$ cat src/pwm_pkg.sv
package pwm_pkg;

  // ************************************************************
  // Clock
  // ************************************************************
  localparam int unsigned CLK_HZ         = 200_000_000;
  localparam int unsigned CYC_PER_US     = CLK_HZ / 1_000_000;

  // ************************************************************
  // Soft start
  // ************************************************************
  localparam int unsigned SS_STEP_US     = 300;
  localparam int unsigned SS_STEP_CYC    = SS_STEP_US * CYC_PER_US;
  localparam int unsigned SS_TIME_MS     = 10;
  localparam int unsigned SS_TIME_CYC    = SS_TIME_MS * 1000 * CYC_PER_US;
  localparam int unsigned SS_STEPS       = 32;
  localparam int unsigned SS_STEP_W      = 6;
  localparam int unsigned SS_STEP_RST    = 0;

  // ************************************************************
  // Oscillator, jitter and duty limit
  // ************************************************************
  localparam int unsigned OSC_KHZ        = 100;
  localparam int unsigned OSC_PER_CYC    = CLK_HZ / (OSC_KHZ * 1000);
  localparam int unsigned OSC_W          = 12;
  localparam int unsigned JIT_PCT        = 4;
  localparam int unsigned JIT_DEV_CYC    = OSC_PER_CYC * JIT_PCT / 100;
  localparam int unsigned JIT_PERIOD_MS  = 4;
  localparam int unsigned JIT_PERIOD_CYC = JIT_PERIOD_MS * 1000 * CYC_PER_US;
  localparam int unsigned JIT_STEP_CYC   = JIT_PERIOD_CYC / (4 * JIT_DEV_CYC);
  localparam int unsigned DUTY_NUM       = 3;
  localparam int unsigned DUTY_DEN       = 4;

  // ************************************************************
  // Edge blanking (least times, rounded up)
  // ************************************************************
  localparam int unsigned EDGE_NORM_NS   = 220;
  localparam int unsigned EDGE_BURST_NS  = 180;
  localparam int unsigned EDGE_NORM_CYC  = (EDGE_NORM_NS * CYC_PER_US + 999) / 1000;
  localparam int unsigned EDGE_BURST_CYC = (EDGE_BURST_NS * CYC_PER_US + 999) / 1000;

  // ************************************************************
  // Protection blanking
  // ************************************************************
  localparam int unsigned BLANK_MS       = 20;
  localparam int unsigned BLANK_CYC      = BLANK_MS * 1000 * CYC_PER_US;
  localparam int unsigned SPIKE_MS       = 30;
  localparam int unsigned SPIKE_CYC      = SPIKE_MS * 1000 * CYC_PER_US;
  localparam int unsigned EXT_COUNT      = 256;
  localparam int unsigned TMR_W          = 24;

  typedef enum logic [2:0] {
    PROT_IDLE  = 3'h0,
    PROT_BLANK = 3'h1,
    PROT_CHG   = 3'h5,
    PROT_DIS   = 3'h4,
    PROT_SPIKE = 3'h3,
    PROT_ARST  = 3'h7
  } prot_state_t;

endpackage

$ cat src/input_sync.sv
`timescale 1ns/10ps

// ************************************************************
// Two-stage synchroniser for asynchronous comparator levels
// ************************************************************
module input_sync #(
  parameter int unsigned WIDTH = 1
) (
  input  wire logic             clk,
  input  wire logic             rstn,
  input  wire logic [WIDTH-1:0] async_in,
  output logic      [WIDTH-1:0] sync_out
);

  typedef struct packed {
    logic [WIDTH-1:0] meta;
    logic [WIDTH-1:0] stable;
  } sync_state_t;

  sync_state_t s_reg;
  sync_state_t s_next;

  always_comb
  begin
    s_next        = s_reg;
    s_next.meta   = async_in;
    s_next.stable = s_reg.meta;
  end

  always_ff @(posedge clk or negedge rstn)
  begin
    if (!rstn)
      s_reg <= '0;
    else
      s_reg <= s_next;
  end

  assign sync_out = s_reg.stable;

endmodule // input_sync

$ cat src/pwm_softstart_blanking_control.sv
// What this block does
// - Soft start begins from step zero once supply passes the turn-on threshold.
// - Soft-start duty limit rises in 32 steps from zero to maximum duty.
// - Soft-start counter advances one step every 300 us.
// - Soft start ends 10 ms after switch-on; its duty limit then vanishes.
// - Every auto-restart attempt reruns the whole soft-start sequence.
// - Oscillator at 100 kHz, swept by plus or minus 4 percent every 4 ms.
// - Gate on-time never exceeds 0.75 of the switching period.
// - Jitter only after soft start ends; fixed frequency during soft start.
// - Oscillator sets pulse latch; feedback, soft-start or peak limit clears it.
// - Gate is off whenever the pulse latch is cleared.
// - Gate held low while supply is below the turn-off threshold.
// - Current above peak threshold clears the latch and ends the pulse.
// - Current comparisons ignored 220 ns after turn-on, 180 ns in burst.
// - In burst mode the burst comparator sets the reduced current limit.
// - Dynamic slope-compensated threshold applies to normal and burst limiting.
// - Burst and auto-restart entry need the condition held through 20 ms.
// - Only overload auto-restart blanking extends past 20 ms via capacitor.
// - Extended mode cycles blanking pin between 4.5 V and 0.9 V, counting.
// - After 256 counts and still faulted, 30 ms spike blanking, then restart.
// - Supply below turn-off stops operation and resets the soft-start counter.
`timescale 1ns/10ps

module pwm_softstart_blanking_control #(
  parameter logic [15:0] SS_STEP_CYCLES = 16'(pwm_pkg::SS_STEP_CYC),
  parameter logic [23:0] SS_TIME_CYCLES = 24'(pwm_pkg::SS_TIME_CYC),
  parameter logic [23:0] BLANK_CYCLES   = 24'(pwm_pkg::BLANK_CYC),
  parameter logic [23:0] SPIKE_CYCLES   = 24'(pwm_pkg::SPIKE_CYC)
) (
  input  wire logic       clk,
  input  wire logic       rstn,
  input  wire logic       vcc_on_cmp,
  input  wire logic       vcc_above_off_cmp,
  input  wire logic       feedback_cmp,
  input  wire logic       peak_limit_comparator,
  input  wire logic       burst_limit_comparator,
  input  wire logic       blank_pin_high_comparator,
  input  wire logic       blank_pin_low_comparator,
  input  wire logic       overload_fault,
  input  wire logic       burst_entry_cond,
  input  wire logic       burst_exit_cond,
  input  wire logic       extend_mode_sel,
  output logic            gate_drive,
  output logic            blank_charge_switch,
  output logic            blank_discharge_switch,
  output logic            burst_limit_gate,
  output logic [5:0]      softstart_limit_level,
  output logic            softstart_active,
  output logic            auto_restart,
  output logic            bias_on
);
  import pwm_pkg::*;

  // ************************************************************
  // State
  // ************************************************************
  typedef struct packed {
    logic                 run;
    logic [SS_STEP_W-1:0] ss_step;
    logic [15:0]          ss_tmr;
    logic [TMR_W-1:0]     ss_total;
    logic                 ss_done;
    logic [OSC_W-1:0]     osc_cnt;
    logic [OSC_W-1:0]     per_len;
    logic [7:0]           jit_pos;
    logic                 jit_up;
    logic [OSC_W-1:0]     jit_tmr;
    logic                 latch;
    logic [5:0]           edge_cnt;
    prot_state_t          prot;
    logic [TMR_W-1:0]     prot_tmr;
    logic [8:0]           ext_cnt;
    logic                 burst;
    logic [TMR_W-1:0]     burst_tmr;
  } state_t;

  localparam state_t STATE_RST = '{
    ss_step: SS_STEP_W'(SS_STEP_RST),
    per_len: OSC_W'(OSC_PER_CYC),
    jit_pos: 8'(JIT_DEV_CYC),
    jit_up:  1'b1,
    prot:    PROT_IDLE,
    default: '0
  };

  state_t s_reg;
  state_t s_next;

  // ************************************************************
  // Input synchronisers
  // ************************************************************
  logic [10:0] sync_bus;
  logic        vcc_on_s;
  logic        vcc_ok_s;
  logic        fb_s;
  logic        peak_s;
  logic        burst_cmp_s;
  logic        bb_high_s;
  logic        bb_low_s;
  logic        fault_s;
  logic        burst_in_s;
  logic        burst_out_s;
  logic        extend_s;

  input_sync #(
    .WIDTH (11)
  ) u_sync (
    .clk      (clk),
    .rstn     (rstn),
    .async_in ({vcc_on_cmp, vcc_above_off_cmp, feedback_cmp, peak_limit_comparator,
                burst_limit_comparator, blank_pin_high_comparator,
                blank_pin_low_comparator, overload_fault, burst_entry_cond,
                burst_exit_cond, extend_mode_sel}),
    .sync_out (sync_bus)
  );

  assign {vcc_on_s, vcc_ok_s, fb_s, peak_s, burst_cmp_s, bb_high_s, bb_low_s,
          fault_s, burst_in_s, burst_out_s, extend_s} = sync_bus;

  // ************************************************************
  // On-time limits
  // ************************************************************
  logic [OSC_W-1:0] duty_lim;
  logic [OSC_W-1:0] ss_lim;
  logic             cs_ok;
  logic             terminate;
  logic             sw_en;

  assign duty_lim = OSC_W'((14'(s_reg.per_len) * 14'(DUTY_NUM)) / 14'(DUTY_DEN));
  assign ss_lim   = s_reg.ss_done ? duty_lim
                  : OSC_W'((18'(duty_lim) * 18'(s_reg.ss_step)) / 18'(SS_STEPS));
  // Slope compensation lives in the analog thresholds; both limits reach the latch here
  assign cs_ok     = (s_reg.edge_cnt == 6'h00);
  assign terminate = (cs_ok && (fb_s || peak_s || (s_reg.burst && burst_cmp_s)))
                   || (s_reg.osc_cnt >= ss_lim);
  assign sw_en     = s_reg.run && (s_reg.prot != PROT_ARST);

  // ************************************************************
  // Next state
  // ************************************************************
  always_comb
  begin
    s_next = s_reg;
    if (!s_reg.run)
    begin
      // Everything restarts from scratch, so each start sees a fresh soft start
      s_next = STATE_RST;
      if (vcc_on_s)
        s_next.run = 1'b1;
    end
    else if (!vcc_ok_s)
      s_next = STATE_RST;
    else
    begin
      // Soft start sequencer
      if (!s_reg.ss_done && sw_en)
      begin
        if (s_reg.ss_total == SS_TIME_CYCLES - 24'h000001)
          s_next.ss_done = 1'b1;
        else
          s_next.ss_total = s_reg.ss_total + 24'h000001;
        if (s_reg.ss_step != SS_STEP_W'(SS_STEPS))
        begin
          if (s_reg.ss_tmr == SS_STEP_CYCLES - 16'h0001)
          begin
            s_next.ss_tmr  = 16'h0000;
            s_next.ss_step = s_reg.ss_step + 6'h01;
          end
          else
            s_next.ss_tmr = s_reg.ss_tmr + 16'h0001;
        end
      end

      // Oscillator with jittered period
      if (s_reg.osc_cnt == s_reg.per_len - 12'h001)
      begin
        s_next.osc_cnt = 12'h000;
        s_next.per_len = s_reg.ss_done
                       ? OSC_W'(OSC_PER_CYC - JIT_DEV_CYC) + OSC_W'(s_reg.jit_pos)
                       : OSC_W'(OSC_PER_CYC);
      end
      else
        s_next.osc_cnt = s_reg.osc_cnt + 12'h001;

      // Triangle sweep of the period offset
      if (s_reg.ss_done)
      begin
        if (s_reg.jit_tmr == OSC_W'(JIT_STEP_CYC - 1))
        begin
          s_next.jit_tmr = 12'h000;
          if (s_reg.jit_up)
          begin
            s_next.jit_pos = s_reg.jit_pos + 8'h01;
            if (s_reg.jit_pos == 8'(2 * JIT_DEV_CYC - 1))
              s_next.jit_up = 1'b0;
          end
          else
          begin
            s_next.jit_pos = s_reg.jit_pos - 8'h01;
            if (s_reg.jit_pos == 8'h01)
              s_next.jit_up = 1'b1;
          end
        end
        else
          s_next.jit_tmr = s_reg.jit_tmr + 12'h001;
      end

      // Pulse latch
      if (!sw_en)
        s_next.latch = 1'b0;
      else if (s_reg.latch)
      begin
        if (terminate)
          s_next.latch = 1'b0;
      end
      else if (s_reg.osc_cnt == 12'h000 && ss_lim != 12'h000)
        s_next.latch = 1'b1;

      // Edge blanking
      if (!s_reg.latch && s_next.latch)
        s_next.edge_cnt = s_reg.burst ? 6'(EDGE_BURST_CYC) : 6'(EDGE_NORM_CYC);
      else if (s_reg.edge_cnt != 6'h00)
        s_next.edge_cnt = s_reg.edge_cnt - 6'h01;

      // Burst entry blanking; exit policy belongs to the burst controller
      if (s_reg.burst)
      begin
        if (burst_out_s)
          s_next.burst = 1'b0;
        s_next.burst_tmr = 24'h000000;
      end
      else if (!burst_in_s)
        s_next.burst_tmr = 24'h000000;
      else if (s_reg.burst_tmr == BLANK_CYCLES - 24'h000001)
      begin
        s_next.burst     = 1'b1;
        s_next.burst_tmr = 24'h000000;
      end
      else
        s_next.burst_tmr = s_reg.burst_tmr + 24'h000001;

      // Protection blanking
      unique case (s_reg.prot)
        PROT_IDLE:
        begin
          s_next.prot_tmr = 24'h000000;
          if (fault_s)
            s_next.prot = PROT_BLANK;
        end
        PROT_BLANK:
        begin
          if (!fault_s)
            s_next.prot = PROT_IDLE;
          else if (s_reg.prot_tmr == BLANK_CYCLES - 24'h000001)
          begin
            s_next.prot_tmr = 24'h000000;
            s_next.ext_cnt  = 9'h000;
            s_next.prot     = extend_s ? PROT_CHG : PROT_SPIKE;
          end
          else
            s_next.prot_tmr = s_reg.prot_tmr + 24'h000001;
        end
        PROT_CHG:
        begin
          if (!fault_s)
            s_next.prot = PROT_IDLE;
          else if (bb_high_s)
          begin
            s_next.ext_cnt = s_reg.ext_cnt + 9'h001;
            s_next.prot    = (s_reg.ext_cnt == 9'(EXT_COUNT - 1)) ? PROT_SPIKE
                           : PROT_DIS;
          end
        end
        PROT_DIS:
        begin
          if (!fault_s)
            s_next.prot = PROT_IDLE;
          else if (bb_low_s)
            s_next.prot = PROT_CHG;
        end
        PROT_SPIKE:
        begin
          if (!fault_s)
            s_next.prot = PROT_IDLE;
          else if (s_reg.prot_tmr == SPIKE_CYCLES - 24'h000001)
            s_next.prot = PROT_ARST;
          else
            s_next.prot_tmr = s_reg.prot_tmr + 24'h000001;
        end
        // Held until supply collapses; bias off lets VCC fall and re-arm start-up
        PROT_ARST:
          s_next.prot = PROT_ARST;
        default:
          s_next.prot = PROT_IDLE;
      endcase
    end
  end

  always_ff @(posedge clk or negedge rstn)
  begin
    if (!rstn)
      s_reg <= STATE_RST;
    else
      s_reg <= s_next;
  end

  // ************************************************************
  // Outputs
  // ************************************************************
  assign gate_drive             = s_reg.latch;
  assign blank_charge_switch    = (s_reg.prot == PROT_CHG);
  assign blank_discharge_switch = (s_reg.prot == PROT_DIS);
  assign burst_limit_gate       = s_reg.burst;
  assign softstart_limit_level  = s_reg.ss_done ? 6'(SS_STEPS) : s_reg.ss_step;
  assign softstart_active       = s_reg.run && !s_reg.ss_done;
  assign auto_restart           = (s_reg.prot == PROT_ARST);
  assign bias_on                = s_reg.run && (s_reg.prot != PROT_ARST);
endmodule // pwm_softstart_blanking_control

$ cat config.mk
export PLATFORM = sky130hd
export DESIGN_NAME = pwm_softstart_blanking_control
export DESIGN_NICKNAME = d
export VERILOG_FILES = /design/src/pwm_pkg.sv /design/src/input_sync.sv /design/src/pwm_softstart_blanking_control.sv
export SDC_FILE = /design/constraint.sdc
export NUM_CORES = 1
export LEC_CHECK = 0
export ABC_AREA = 1
export BUFFER_PORTS_ARGS = -buffer_cell sky130_fd_sc_hd__buf_2
export CORE_MARGIN = 8
export CORE_UTILIZATION = 35
export DETAILED_ROUTE_END_ITERATION = 8
export PLACE_DENSITY = 0.51
export SETUP_SLACK_MARGIN = 0.1
export SLEW_MARGIN = 20
export SYNTH_ARGS = -nofsm -noshare
export SYNTH_HDL_FRONTEND = slang
export SYNTH_HIERARCHICAL = 1
export SYNTH_SLANG_ARGS = --single-unit
$ cat constraint.sdc
create_clock -name clk -period 11.5 [get_ports clk]
set_clock_uncertainty 0.2 [all_clocks]
set_input_delay 2.3 -clock clk [delete_from_list [all_inputs] [get_ports clk]]
set_output_delay 2.3 -clock clk [all_outputs]
set_load 0.05 [all_outputs]
# Word level (Yosys, flattened, before mapping)

Index checks and enable logic that the tools add are counted.

Multipliers: 2
Magnitude comparators: 1
Add/sub/neg operators: 13
Reductions and logical operators: 25
Multiplexer cells: 57
Equal/unequal tests: 39

Operator list:

| operator                                                                 | number |
|---|---|
| 161-bit two-way mux                                                      | 1 |
| 160-bit two-way mux                                                      | 1 |
| 24-bit two-way mux                                                       | 6 |
| 24-bit by 1-bit adder with 24-bit output (second input constant)         | 3 |
| 24-bit one-hot mux with 3 select lines                                   | 1 |
| 12-bit two-way mux                                                       | 5 |
| 24-bit by 22-bit equality test with 1-bit output (second input constant) | 2 |
| 47-bit two-way mux                                                       | 1 |
| 9-bit two-way mux                                                        | 5 |
| 4-bit != test (second input constant)                                    | 9 |
| 3-bit two-way mux                                                        | 11 |
| 33-bit two-way mux                                                       | 1 |
| 3-bit != test (second input constant)                                    | 9 |
| 25-bit two-way mux                                                       | 1 |
| 5-bit != test (second input constant)                                    | 5 |
| 12-bit by 1-bit adder with 12-bit output (second input constant)         | 2 |
| 24-bit by 21-bit equality test with 1-bit output (second input constant) | 1 |
| 24-bit by 23-bit equality test with 1-bit output (second input constant) | 1 |
| 6-bit two-way mux                                                        | 4 |
| 22-bit two-way mux                                                       | 1 |
| 21-bit two-way mux                                                       | 1 |
| 3-bit one-hot mux with 6 select lines                                    | 1 |
| 9-bit one-hot mux with 2 select lines                                    | 1 |
| 12-bit by 6-bit multiplier with 17-bit output                            | 1 |
| 35 further kinds                                                         | 63 |

Word-level logic and storage cells: 156
Bits in registers: 183

# Logic depth before layout (Yosys ltp)

Gate-level depths: netlist of run 1.

Depth after elaboration: 14
Gate-level depth with buffers: 40

# Modules after synthesis

The synthesis of run 1 kept the hierarchy.

By module, submodules not included:

| module                         | times used | cells each | area each (sq um) | sequential area each (sq um) |
|---|---|---|---|---|
| pwm_softstart_blanking_control | 1          | 1,621      | 12,074.1          | 3,961.3 |
| input_sync                     | 1          | 22         | 550.5             | 550.5 |

# Least setup slack after synthesis of run 1

No wires, ideal clock.

Path kind: register to register
Start point: register s_reg[90] in the netlist's numbering
End point: register s_reg[64] in the netlist's numbering
Period minus slack after synthesis: 5.915 ns
Setup slack: 5.585 ns
Arrival: 5.647 ns
Stages on the path, launching flop included: 37
Buffers on the path: 0
Cell sequence: dfrtp_1 -> ha_1 -> fa_1 -> nand2_1 -> inv_2 -> nor2_1 -> o21bai_1 -> or2_1 -> nand2_1 -> inv_1 -> nand2_1 -> fa_1 -> fa_1 -> fa_1 -> inv_1 -> ha_1 -> a21oi_1 -> o21ai_0 -> inv_1 -> nand2_1 -> nand2_1 -> nand3_1 -> nand2_1 -> inv_1 -> ha_1 -> a21oi_1 -> nor2_1 -> a211oi_1 -> o21a_1 -> o21ai_0 -> nand3_1 -> nand3_1 -> nand2_2 -> nand3_4 -> nand2_2 -> nand2_2 -> nor2_2

Cells in the longest elaborated chain, start to end: 14
Elaborated cells between the ends (all ways): 18
Those cells by class: 2 x mul; 1 x order compare; 1 x eq/ne; 10 x mux; 4 x reduce/logical

RTL lines:

| element                                                                          | RTL line                                                                     | RTL |
|---|---|---|
| from (decl)                                                                      | pwm_softstart_blanking_control.sv:86                                         | `state_t s_reg;` |
| from (signal assigned)                                                           | pwm_softstart_blanking_control.sv:304                                        | `s_reg <= s_next;` |
| 12-bit by 2-bit multiplier with 14-bit output *                                  | pwm_softstart_blanking_control.sv:129                                        | `assign duty_lim = OSC_W'((14'(s_reg.per_len) * 14'(DUTY_NUM)) / 14'(DUTY_DEN));` |
| 12-bit by 6-bit multiplier with 17-bit output                                    | pwm_softstart_blanking_control.sv:131                                        | `: OSC_W'((18'(duty_lim) * 18'(s_reg.ss_step)) / 18'(SS_STEPS));` |
| 12-bit two-way mux *                                                             | pwm_softstart_blanking_control.sv:130                                        | `assign ss_lim = s_reg.ss_done ? duty_lim` |
| 12-bit greater-or-equal comparator / 12-bit nonzero test (equally long branches) | pwm_softstart_blanking_control.sv:135, pwm_softstart_blanking_control.sv:216 |  |
| 1-bit logical OR / 1-bit logical AND (equally long branches)                     | pwm_softstart_blanking_control.sv:135, pwm_softstart_blanking_control.sv:216 |  |
| 1-bit two-way mux (on tied branches)                                             | pwm_softstart_blanking_control.sv:213, pwm_softstart_blanking_control.sv:216 |  |
| 1-bit two-way mux *                                                              | pwm_softstart_blanking_control.sv:211                                        | `else if (s_reg.latch)` |
| 1-bit two-way mux *                                                              | pwm_softstart_blanking_control.sv:209                                        | `if (!sw_en)` |
| 1-bit two-way mux *                                                              | pwm_softstart_blanking_control.sv:151                                        | `else if (!vcc_ok_s)` |
| 1-bit two-way mux *                                                              | pwm_softstart_blanking_control.sv:144                                        | `if (!s_reg.run)` |
| 1-bit logical AND *                                                              | pwm_softstart_blanking_control.sv:220                                        | `if (!s_reg.latch && s_next.latch)` |
| 6-bit two-way mux                                                                | pwm_softstart_blanking_control.sv:220                                        |  |
| 160-bit two-way mux                                                              | pwm_softstart_blanking_control.sv:151                                        |  |
| 161-bit two-way mux                                                              | pwm_softstart_blanking_control.sv:144                                        |  |

Every way passes the cells marked *; elsewhere a longest branch is shown, timed or not. The select of a mux whose other input is x is not followed.
A chain may end at the register's enable or synchronous reset.

# Worst setup path after layout of run 1

Start point: register s_reg[93] in the netlist's numbering
End point: register s_reg[63] in the netlist's numbering

Same word-level chain as after synthesis.

==> summary.txt, run 1 <==
Non-filler cells, final = 2137
Commonest cells post-synth = nand2_1 (316), inv_1 (287), dfrtp_1 (174)
Htree depth = 4
Fmax = 149 MHz
Max IR drop VDD = 0.105 mV
PortBufs = 25
CTS tree = built
Synth area leader = dfrtp_1
Placed Cells = 2105
Worst Setup SP = s_reg[93]$_DFFE_PN1P_
GR Layer Usage met3 = 2.49%
Met2 usage = 24.1%
Slew headroom = 34.3%
Final setup fails = 0
Initial antenna violation count = 0
GPL Wtd Cong = 0.866
Global-route wire length before repair = 52000 um
Max FFs per register = 156
Max Slew Vio Count = 0
Reg-to-Reg End = s_reg[63]$_DFFE_PN0P_
Final instance area = 13800 um2
Synth Cell Area = 12600 um2
RSZ-0062 raised after global routing = false
Gr busiest metal = met2
CTS max path bufs = 2
Largest net degree at the start of global routing = 115
Setup crit start kind = register
Path depth of the worst reg2reg path = 34
CP most frequent cell = inv_1
Post-synth cell types = 62
Setup ws final = 4.77 ns
Worst path slowest cell = dfstp_2
Critical Path Sink Type = register
Die Ht = 206 um
Flops & latches, synth = 180
Share of cells above drive strength 1 = 8.29%
Rows = 69
Post-DRT Antenna Nets = 0
Initial Util = 35.5%
Register area share after synthesis = 35.7%
Largest cells by area after synthesis = dfrtp_1 (34%), nand2_1 (9.4%), inv_1 (8.5%)
WL/cell = 14.2 um
Worst Hold Class = reg -> reg
Diode count = 0
Maximum capacitance violations = 0
Clock root buffer = clkbuf_16
CTS Sinks = 180
Initial DRC Count = 734
R2r setup slk = 4.77 ns
Worst slew pin tran = 0.986 ns
Core box area = 35600 um2
EDFF count, synth = 0
Area Growth Syn to Fin = 9.39%
Required time worst endpoint = 11.68 ns
Area after DPL = 13200 um2
TritonRoute pass-1 iters = 5
Gate Count Post-Synth = 1643
Critical Path End = s_reg[63]$_DFFE_PN0P_
Yosys warns = 6
CP peak stage delay = 0.57 ns
Most common cell in the netlist = nand2_1
Hpwl dp = 23100 um
Final wirelength = 30400 um
Worst Path Arrival = 6.91 ns
Status = finished clean
LEAKAGE = 6.16 nW
IO Pins = 26
Via count = 10500
Place WS = 4.85 ns
GR Util met1 = 20.5%
Reg-to-reg startpoint = s_reg[93]$_DFFE_PN1P_
Overflow left after global routing = 0
Minimum clock period = 6.73 ns
Final TNS setup = 0 ns
Fin. Hold Viols = 0
DR DRC count = 0
Number of setup buffers added after CTS = 0
Syn avg cell area = 7.68 um2
Most used flip-flop cell after synthesis = dfrtp_1
Die W = 206 um
CP max FO = 9
Gr usage total = 15.0%
Die area = 42400 um2
Final net count = 1781
Setup Crit Path Kind = reg -> reg
Total CTS buffers = 17
Synth Net Count = 1761
Post-DR vias/cell = 4.90
Hold Buf Count CTS = 0
Clock slew at reported path FFs = 0.08 ns
Cts repair resizes = 0
Pwr/cell area = 105 nW/um2
Clock latency on the worst-skew pair = 0.45 ns
Fin crit share = 58.5%
Asr flop ratio synth = 100%
Yosys top cell area share = 34.5%
Number of global-route vias before repair = 10400
-- cells by family after synthesis --
| kind of cell | synth area share [%] |
|---|---|
| buf+inv | 10.1 |
| xor+xnor | 2.90 |
| flops | 35.7 |
| compound gates | 11.2 |
| simple gates | 27.3 |
| fa+ha+maj | 12.8 |
-- where the power goes --
part           switching, mW  internal, mW  total (mW)
registers             0.0171         0.650       0.667
clock network          0.273         0.297       0.569
logic                  0.144        0.0666       0.211
-- layout by cell type (no fill, tap or decap), types with 40 or more instances in the layout --
cell / n
nand3_1: 84
fa_1: 40
o21ai_0: 69
nor3_1: 53
nor2_1: 148
ha_1: 65
inv_1: 287
a21oi_1: 95
nand2_1: 316
dfrtp_1: 174
nand4_1: 51
-- final cells by class --
| type | count | area [um2] |
|---|---|---|
| tap | 461 | 577 |
| fill | 3754 | 21800 |
| sequential | 180 | 4510 |
| multi-input combinational | 1131 | 6840 |
| clock inverter | 12 | 119 |
| inverter | 305 | 1150 |
| clock buffer | 20 | 457 |
| timing repair buffer | 28 | 156 |
-- stage by stage --
step                      power, mW  hold slack [ns]  utilization, %
final                          1.45            0.148            38.8
after CTS                      1.47            0.150            38.8
after global routing           1.53            0.157            38.8
after floorplan               0.830            0.131               -
after global placement        0.891            0.134            37.2
after detailed placement      0.892            0.135            37.2
-- worst max-delay path, delay by kind of cell (launching register included) --
family	cells	cell delay (ns)
buffers and inverters	5	0.33
AOI/OAI and AO/OA	7	1.44
adders and majority gates	6	2.57
DFF	1	0.57
and+or+nand+nor	16	1.55
-- per-layer routing --
metal,vias to the layer above,wire (um)
met3,35,962
met1,4899,14900
met5,-,0
li1,5375,-
met4,0,565
met2,158,13900
-- worst min path at each step --
stage                                    end  depth (start not counted)                         from
2_1_floorplan   u_sync/sync_out[0]$_DFF_PN0_                          0   u_sync/s_next[0]$_DFF_PN0_
3_3_place_gp    u_sync/sync_out[6]$_DFF_PN0_                          0   u_sync/s_next[6]$_DFF_PN0_
5_1_grt        u_sync/sync_out[10]$_DFF_PN0_                          0  u_sync/s_next[10]$_DFF_PN0_
3_5_place_dp    u_sync/sync_out[1]$_DFF_PN0_                          0   u_sync/s_next[1]$_DFF_PN0_
6_report       u_sync/sync_out[10]$_DFF_PN0_                          0  u_sync/s_next[10]$_DFF_PN0_
4_1_cts        u_sync/sync_out[10]$_DFF_PN0_                          0  u_sync/s_next[10]$_DFF_PN0_
No activity file was read; power rests on OpenSTA's default activity.
==> inputs of run 2 (changes only) <==
==> constraint.sdc (replaced) <==
create_clock -name clk -period 6.45 [get_ports clk]
set_clock_uncertainty 0.2 [all_clocks]
set_input_delay 1.29 -clock clk [delete_from_list [all_inputs] [get_ports clk]]
set_output_delay 1.29 -clock clk [all_outputs]
set_load 0.05 [all_outputs]
==> summary.txt, run 2 (synthesized netlist as in run 1, its figures left out) <==
Status = finished clean
Fin. Hold Viols = 0
Hpwl dp = 23100 um
Worst path slowest cell = fa_1
Rows = 69
Fmax = 167 MHz
Die area = 42400 um2
Fillers = 3716
Overflow left after global routing = 0
Via count = 10700
Total CTS buffers = 17
Final TNS setup = 0 ns
DR DRC count = 0
Required time worst endpoint = 6.63 ns
Pwr/cell area = 186 nW/um2
Worst slew pin tran = 0.792 ns
Flip-flop and latch area = 4510 um2
Area Growth Syn to Fin = 14.7%
RSZ-0062 raised after global routing = false
PortBufs = 25
Final net count = 1816
Final wirelength = 30800 um
Clock slew at reported path FFs = 0.08 ns
Largest net degree at the start of global routing = 79
CTS Sinks = 180
Critical Path Sink Type = register
Worst Hold Class = reg -> reg
WL/cell = 14.2 um
Setup crit start kind = register
Non-filler cells, final = 2172
CP peak stage delay = 0.60 ns
CP bufs+invs = 6
Hold Buf Count CTS = 0
Gr usage total = 15.0%
CP max FO = 7
Path depth of the worst reg2reg path = 38
Critical path depth = 38
Max IR drop VDD = 0.183 mV
Placed Cells = 2125
Most frequent cells in the layout = nand2_1 (299), inv_1 (278), dfrtp_1 (174), nor2_1 (138), a21oi_1 (87)
Slew headroom = 47.0%
Maximum capacitance violations = 0
Initial antenna violation count = 0
Max Slew Vio Count = 0
CP delay by family, top = adder cells
Max FFs per register = 156
Hold Path Stages = 0
Setup Crit Path Kind = reg -> reg
Clock root buffer = clkbuf_16
Core box area = 35600 um2
Share of cells above drive strength 1 = 14.2%
CTS tree = built
Minimum clock period = 6.01 ns
LEAKAGE = 6.36 nW
Initial DRC Count = 611
Fin crit share = 93.1%
Leading cell type in the layout, fill and taps excluded = nand2_1
Global-route wire length before repair = 52400 um
IO Pins = 26
Post-DR vias/cell = 4.94
Diode count = 0
Clock latency on the worst-skew pair = 0.44 ns
Initial Util = 35.5%
CTS max path bufs = 2
GPL Wtd Cong = 0.860
Die Ht = 206 um
Die W = 206 um
CP most frequent cell = nand2_1
Htree depth = 4
Worst Path Arrival = 6.18 ns
Multi-input combinational cell area = 7200 um2
Post-DRT Antenna Nets = 0
Number of global-route vias before repair = 10700
Final setup fails = 0
TritonRoute pass-1 iters = 5
==> run 2: through the flow <==
step | hold slack, ns | worst slack, ns | util [%] | instance area (um2) | power [mW]
4_1_cts | 0.153 | 0.120 | 39.4 | 14000 | 2.69
2_1_floorplan | 0.131 | 0.535 | - | 12600 | 1.48
5_1_grt | 0.156 | 0.0235 | 40.7 | 14500 | 2.84
6_report | 0.151 | 0.445 | 40.7 | 14500 | 2.69
3_3_place_gp | 0.134 | 0.0705 | 37.6 | 13400 | 1.60
3_5_place_dp | 0.135 | 0.00514 | 37.6 | 13400 | 1.60
==> run 2: repair_timing <==
item                       4_1_cts  5_1_grt
buffers inserted                 0       14
cloned                           0        1
resized for setup                6       81
pin swaps                        1       48
setup endpoints to repair        6        7
==> run 2: cell type report <==
type,instances,share of cell area [%]
clock inverters,13,1.08
flip-flops and latches,180,31.2
inverters,305,7.96
clock buffers,19,3.13
well taps,461,3.98
repair buffers,62,2.96
multi-input cells,1132,49.7
==> run 2: path summary, 6_finish.rpt <==
check | start | endpoint | slack [ns]
worst min-delay path | u_sync/s_next[6]$_DFF_PN0_ | u_sync/sync_out[6]$_DFF_PN0_ | 0.15
min in group asynchronous | rstn | u_sync/s_next[5]$_DFF_PN0_ | 0.67
worst max register to register | s_reg[93]$_DFFE_PN1P_ | s_reg[63]$_DFFE_PN0P_ | 0.44
worst min register to register | u_sync/s_next[6]$_DFF_PN0_ | u_sync/sync_out[6]$_DFF_PN0_ | 0.15
max in group asynchronous | rstn | s_reg[11]$_DFF_PN0_ | 4.18
worst max-delay path | s_reg[93]$_DFFE_PN1P_ | s_reg[63]$_DFFE_PN0P_ | 0.44
==> run 2: per-layer routing <==
metal,track usage [%],routed length (um),vias up
met3,2.19,751,38
met4,3.78,580,0
met2,24.9,14500,135
li1,-,-,5446
met1,20.3,15000,5106
met5,0,0,-
==> run 2: power breakdown <==
part           leakage (nW)  internal (mW)  switching (mW)  total [mW]
combinational          3.63          0.151           0.283       0.434
clock                 0.297          0.574           0.494        1.07
sequential             2.43           1.16          0.0312        1.19
==> inputs of run 3 (changes only) <==
==> constraint.sdc (replaced) <==
create_clock -name clk -period 6.9 [get_ports clk]
set_clock_uncertainty 0.2 [all_clocks]
set_input_delay 1.38 -clock clk [delete_from_list [all_inputs] [get_ports clk]]
set_output_delay 1.38 -clock clk [all_outputs]
set_load 0.05 [all_outputs]
==> summary.txt, run 3 (synthesized netlist as in run 1, its figures left out) <==
Diode count = 0
Post-DR vias/cell = 4.94
Final instance area = 14000 um2
Htree depth = 4
Largest net degree at the start of global routing = 73
Hold Path Stages = 0
Maximum capacitance violations = 0
Initial antenna violation count = 0
Worst path slowest cell = dfstp_2
TritonRoute pass-1 iters = 5
Overflow left after global routing = 0
Gr usage total = 15.0%
CP most frequent cell = inv_1
Final wirelength = 30700 um
Multi-input combinational cell area = 6980 um2
PortBufs = 25
Area after DPL = 13300 um2
R2r setup slk = 0.51 ns
Total CTS buffers = 17
Hpwl dp = 23300 um
Setup crit start kind = register
Initial DRC Count = 649
Reg-to-Reg End = s_reg[63]$_DFFE_PN0P_
Clock latency on the worst-skew pair = 0.45 ns
Worst slew pin tran = 0.895 ns
RSZ-0062 raised after global routing = false
Max FFs per register = 156
Area Growth Syn to Fin = 11.1%
LEAKAGE = 6.20 nW
Path depth of the worst reg2reg path = 37
Sink of the worst hold path = u_sync/sync_out[9]$_DFF_PN0_
Minimum clock period = 6.39 ns
CP delay by family, top = adder cells
WL/cell = 14.3 um
CTS tree = built
Final TNS setup = 0 ns
Most frequent cells in the layout = nand2_1 (315), inv_1 (284), dfrtp_1 (172), nor2_1 (147), a21oi_1 (91)
CP peak stage delay = 0.57 ns
Hold_sp = u_sync/s_next[9]$_DFF_PN0_
Die Ht = 206 um
Via count = 10600
Fmax = 156 MHz
Fin crit share = 92.7%
Die W = 206 um
Flip-flop and latch area = 4510 um2
Reg-to-reg startpoint = s_reg[93]$_DFFE_PN1P_
Status = finished clean
GPL Wtd Cong = 0.850
Worst Hold Slack = 0.150 ns
Pwr/cell area = 173 nW/um2
DR DRC count = 0
CTS max path bufs = 2
Max IR drop VDD = 0.185 mV
IO Pins = 26
Rows = 69
Fin. Hold Viols = 0
Clock slew at reported path FFs = 0.07 ns
Worst Hold Class = reg -> reg
CP max FO = 7
Worst Path Arrival = 6.57 ns
Required time worst endpoint = 7.08 ns
Post-DRT Antenna Nets = 0
Core box area = 35600 um2
Critical Path Sink Type = register
Number of global-route vias before repair = 10500
CTS Sinks = 180
Clock root buffer = clkbuf_16
Slew headroom = 40.3%
Fillers = 3683
Max Slew Vio Count = 0
Final setup fails = 0
Die area = 42400 um2
Global-route wire length before repair = 52100 um
Leading cell type in the layout, fill and taps excluded = nand2_1
Initial Util = 35.5%
Setup Crit Path Kind = reg -> reg
Share of cells above drive strength 1 = 10.4%
CP bufs+invs = 7
Final net count = 1792
[run 3: layer usage]
layer | vias to the layer above | GRT usage [%] | share of wire (%)
met2 | 153 | 24.8 | 47
met3 | 29 | 2.37 | 3.1
met1 | 5034 | 20.2 | 48
met4 | 0 | 4.03 | 1.3
li1 | 5404 | - | -
met5 | - | 0 | 0
[run 3: worst max path at each step]
stage / end / slack [ns] / startpoint / cells after the start
3_3_place_gp: s_reg[64]$_DFFE_PN0P_ / 0.47 / s_reg[91]$_DFFE_PN0P_ / 39
4_1_cts: s_reg[63]$_DFFE_PN0P_ / 0.26 / s_reg[90]$_DFFE_PN0P_ / 39
3_5_place_dp: s_reg[63]$_DFFE_PN0P_ / 0.29 / s_reg[90]$_DFFE_PN0P_ / 39
5_1_grt: s_reg[63]$_DFFE_PN0P_ / 0.1 / s_reg[90]$_DFFE_PN0P_ / 39
2_1_floorplan: s_reg[64]$_DFFE_PN0P_ / 0.98 / s_reg[90]$_DFFE_PN0P_ / 36
6_report: s_reg[63]$_DFFE_PN0P_ / 0.51 / s_reg[93]$_DFFE_PN1P_ / 37
[run 3: final cells by class]
| cell class | instances | share of cell area (%) |
|---|---|---|
| Timing Repair Buffer | 38 | 1.65 |
| Clock buffer | 18 | 3.13 |
| Inverter | 305 | 8.20 |
| Sequential cell | 180 | 32.2 |
| Multi-Input combinational cell | 1132 | 49.8 |
| Clock inverter | 14 | 0.972 |
| Tap cell | 461 | 4.11 |
[run 3: where the power goes]
group          leakage [nW]  switching [mW]  internal [mW]  total (mW)
Sequential             2.43          0.0281           1.08        1.11
Clock                 0.283           0.464          0.488       0.952
Combinational          3.49           0.249          0.118       0.367
[run 3: repair_timing]
| action | 4_1_cts | 5_1_grt |
|---|---|---|
| setup endpoints to repair | 0 | 7 |
| hold buffers | 0 | 0 |
| gates resized for setup | 0 | 27 |
| setup buffers | 0 | 5 |
[run 3: stage by stage]
stage	std cells	total power, mW	util (%)	worst slack (ns)
final	2148	2.43	39.4	0.506
after global routing	2148	2.57	39.4	0.0974
after CTS	2142	2.46	38.9	0.262
after detailed placement	2110	1.49	37.3	0.288
after global placement	2110	1.49	37.3	0.466
after floorplan	1643	1.38	-	0.985
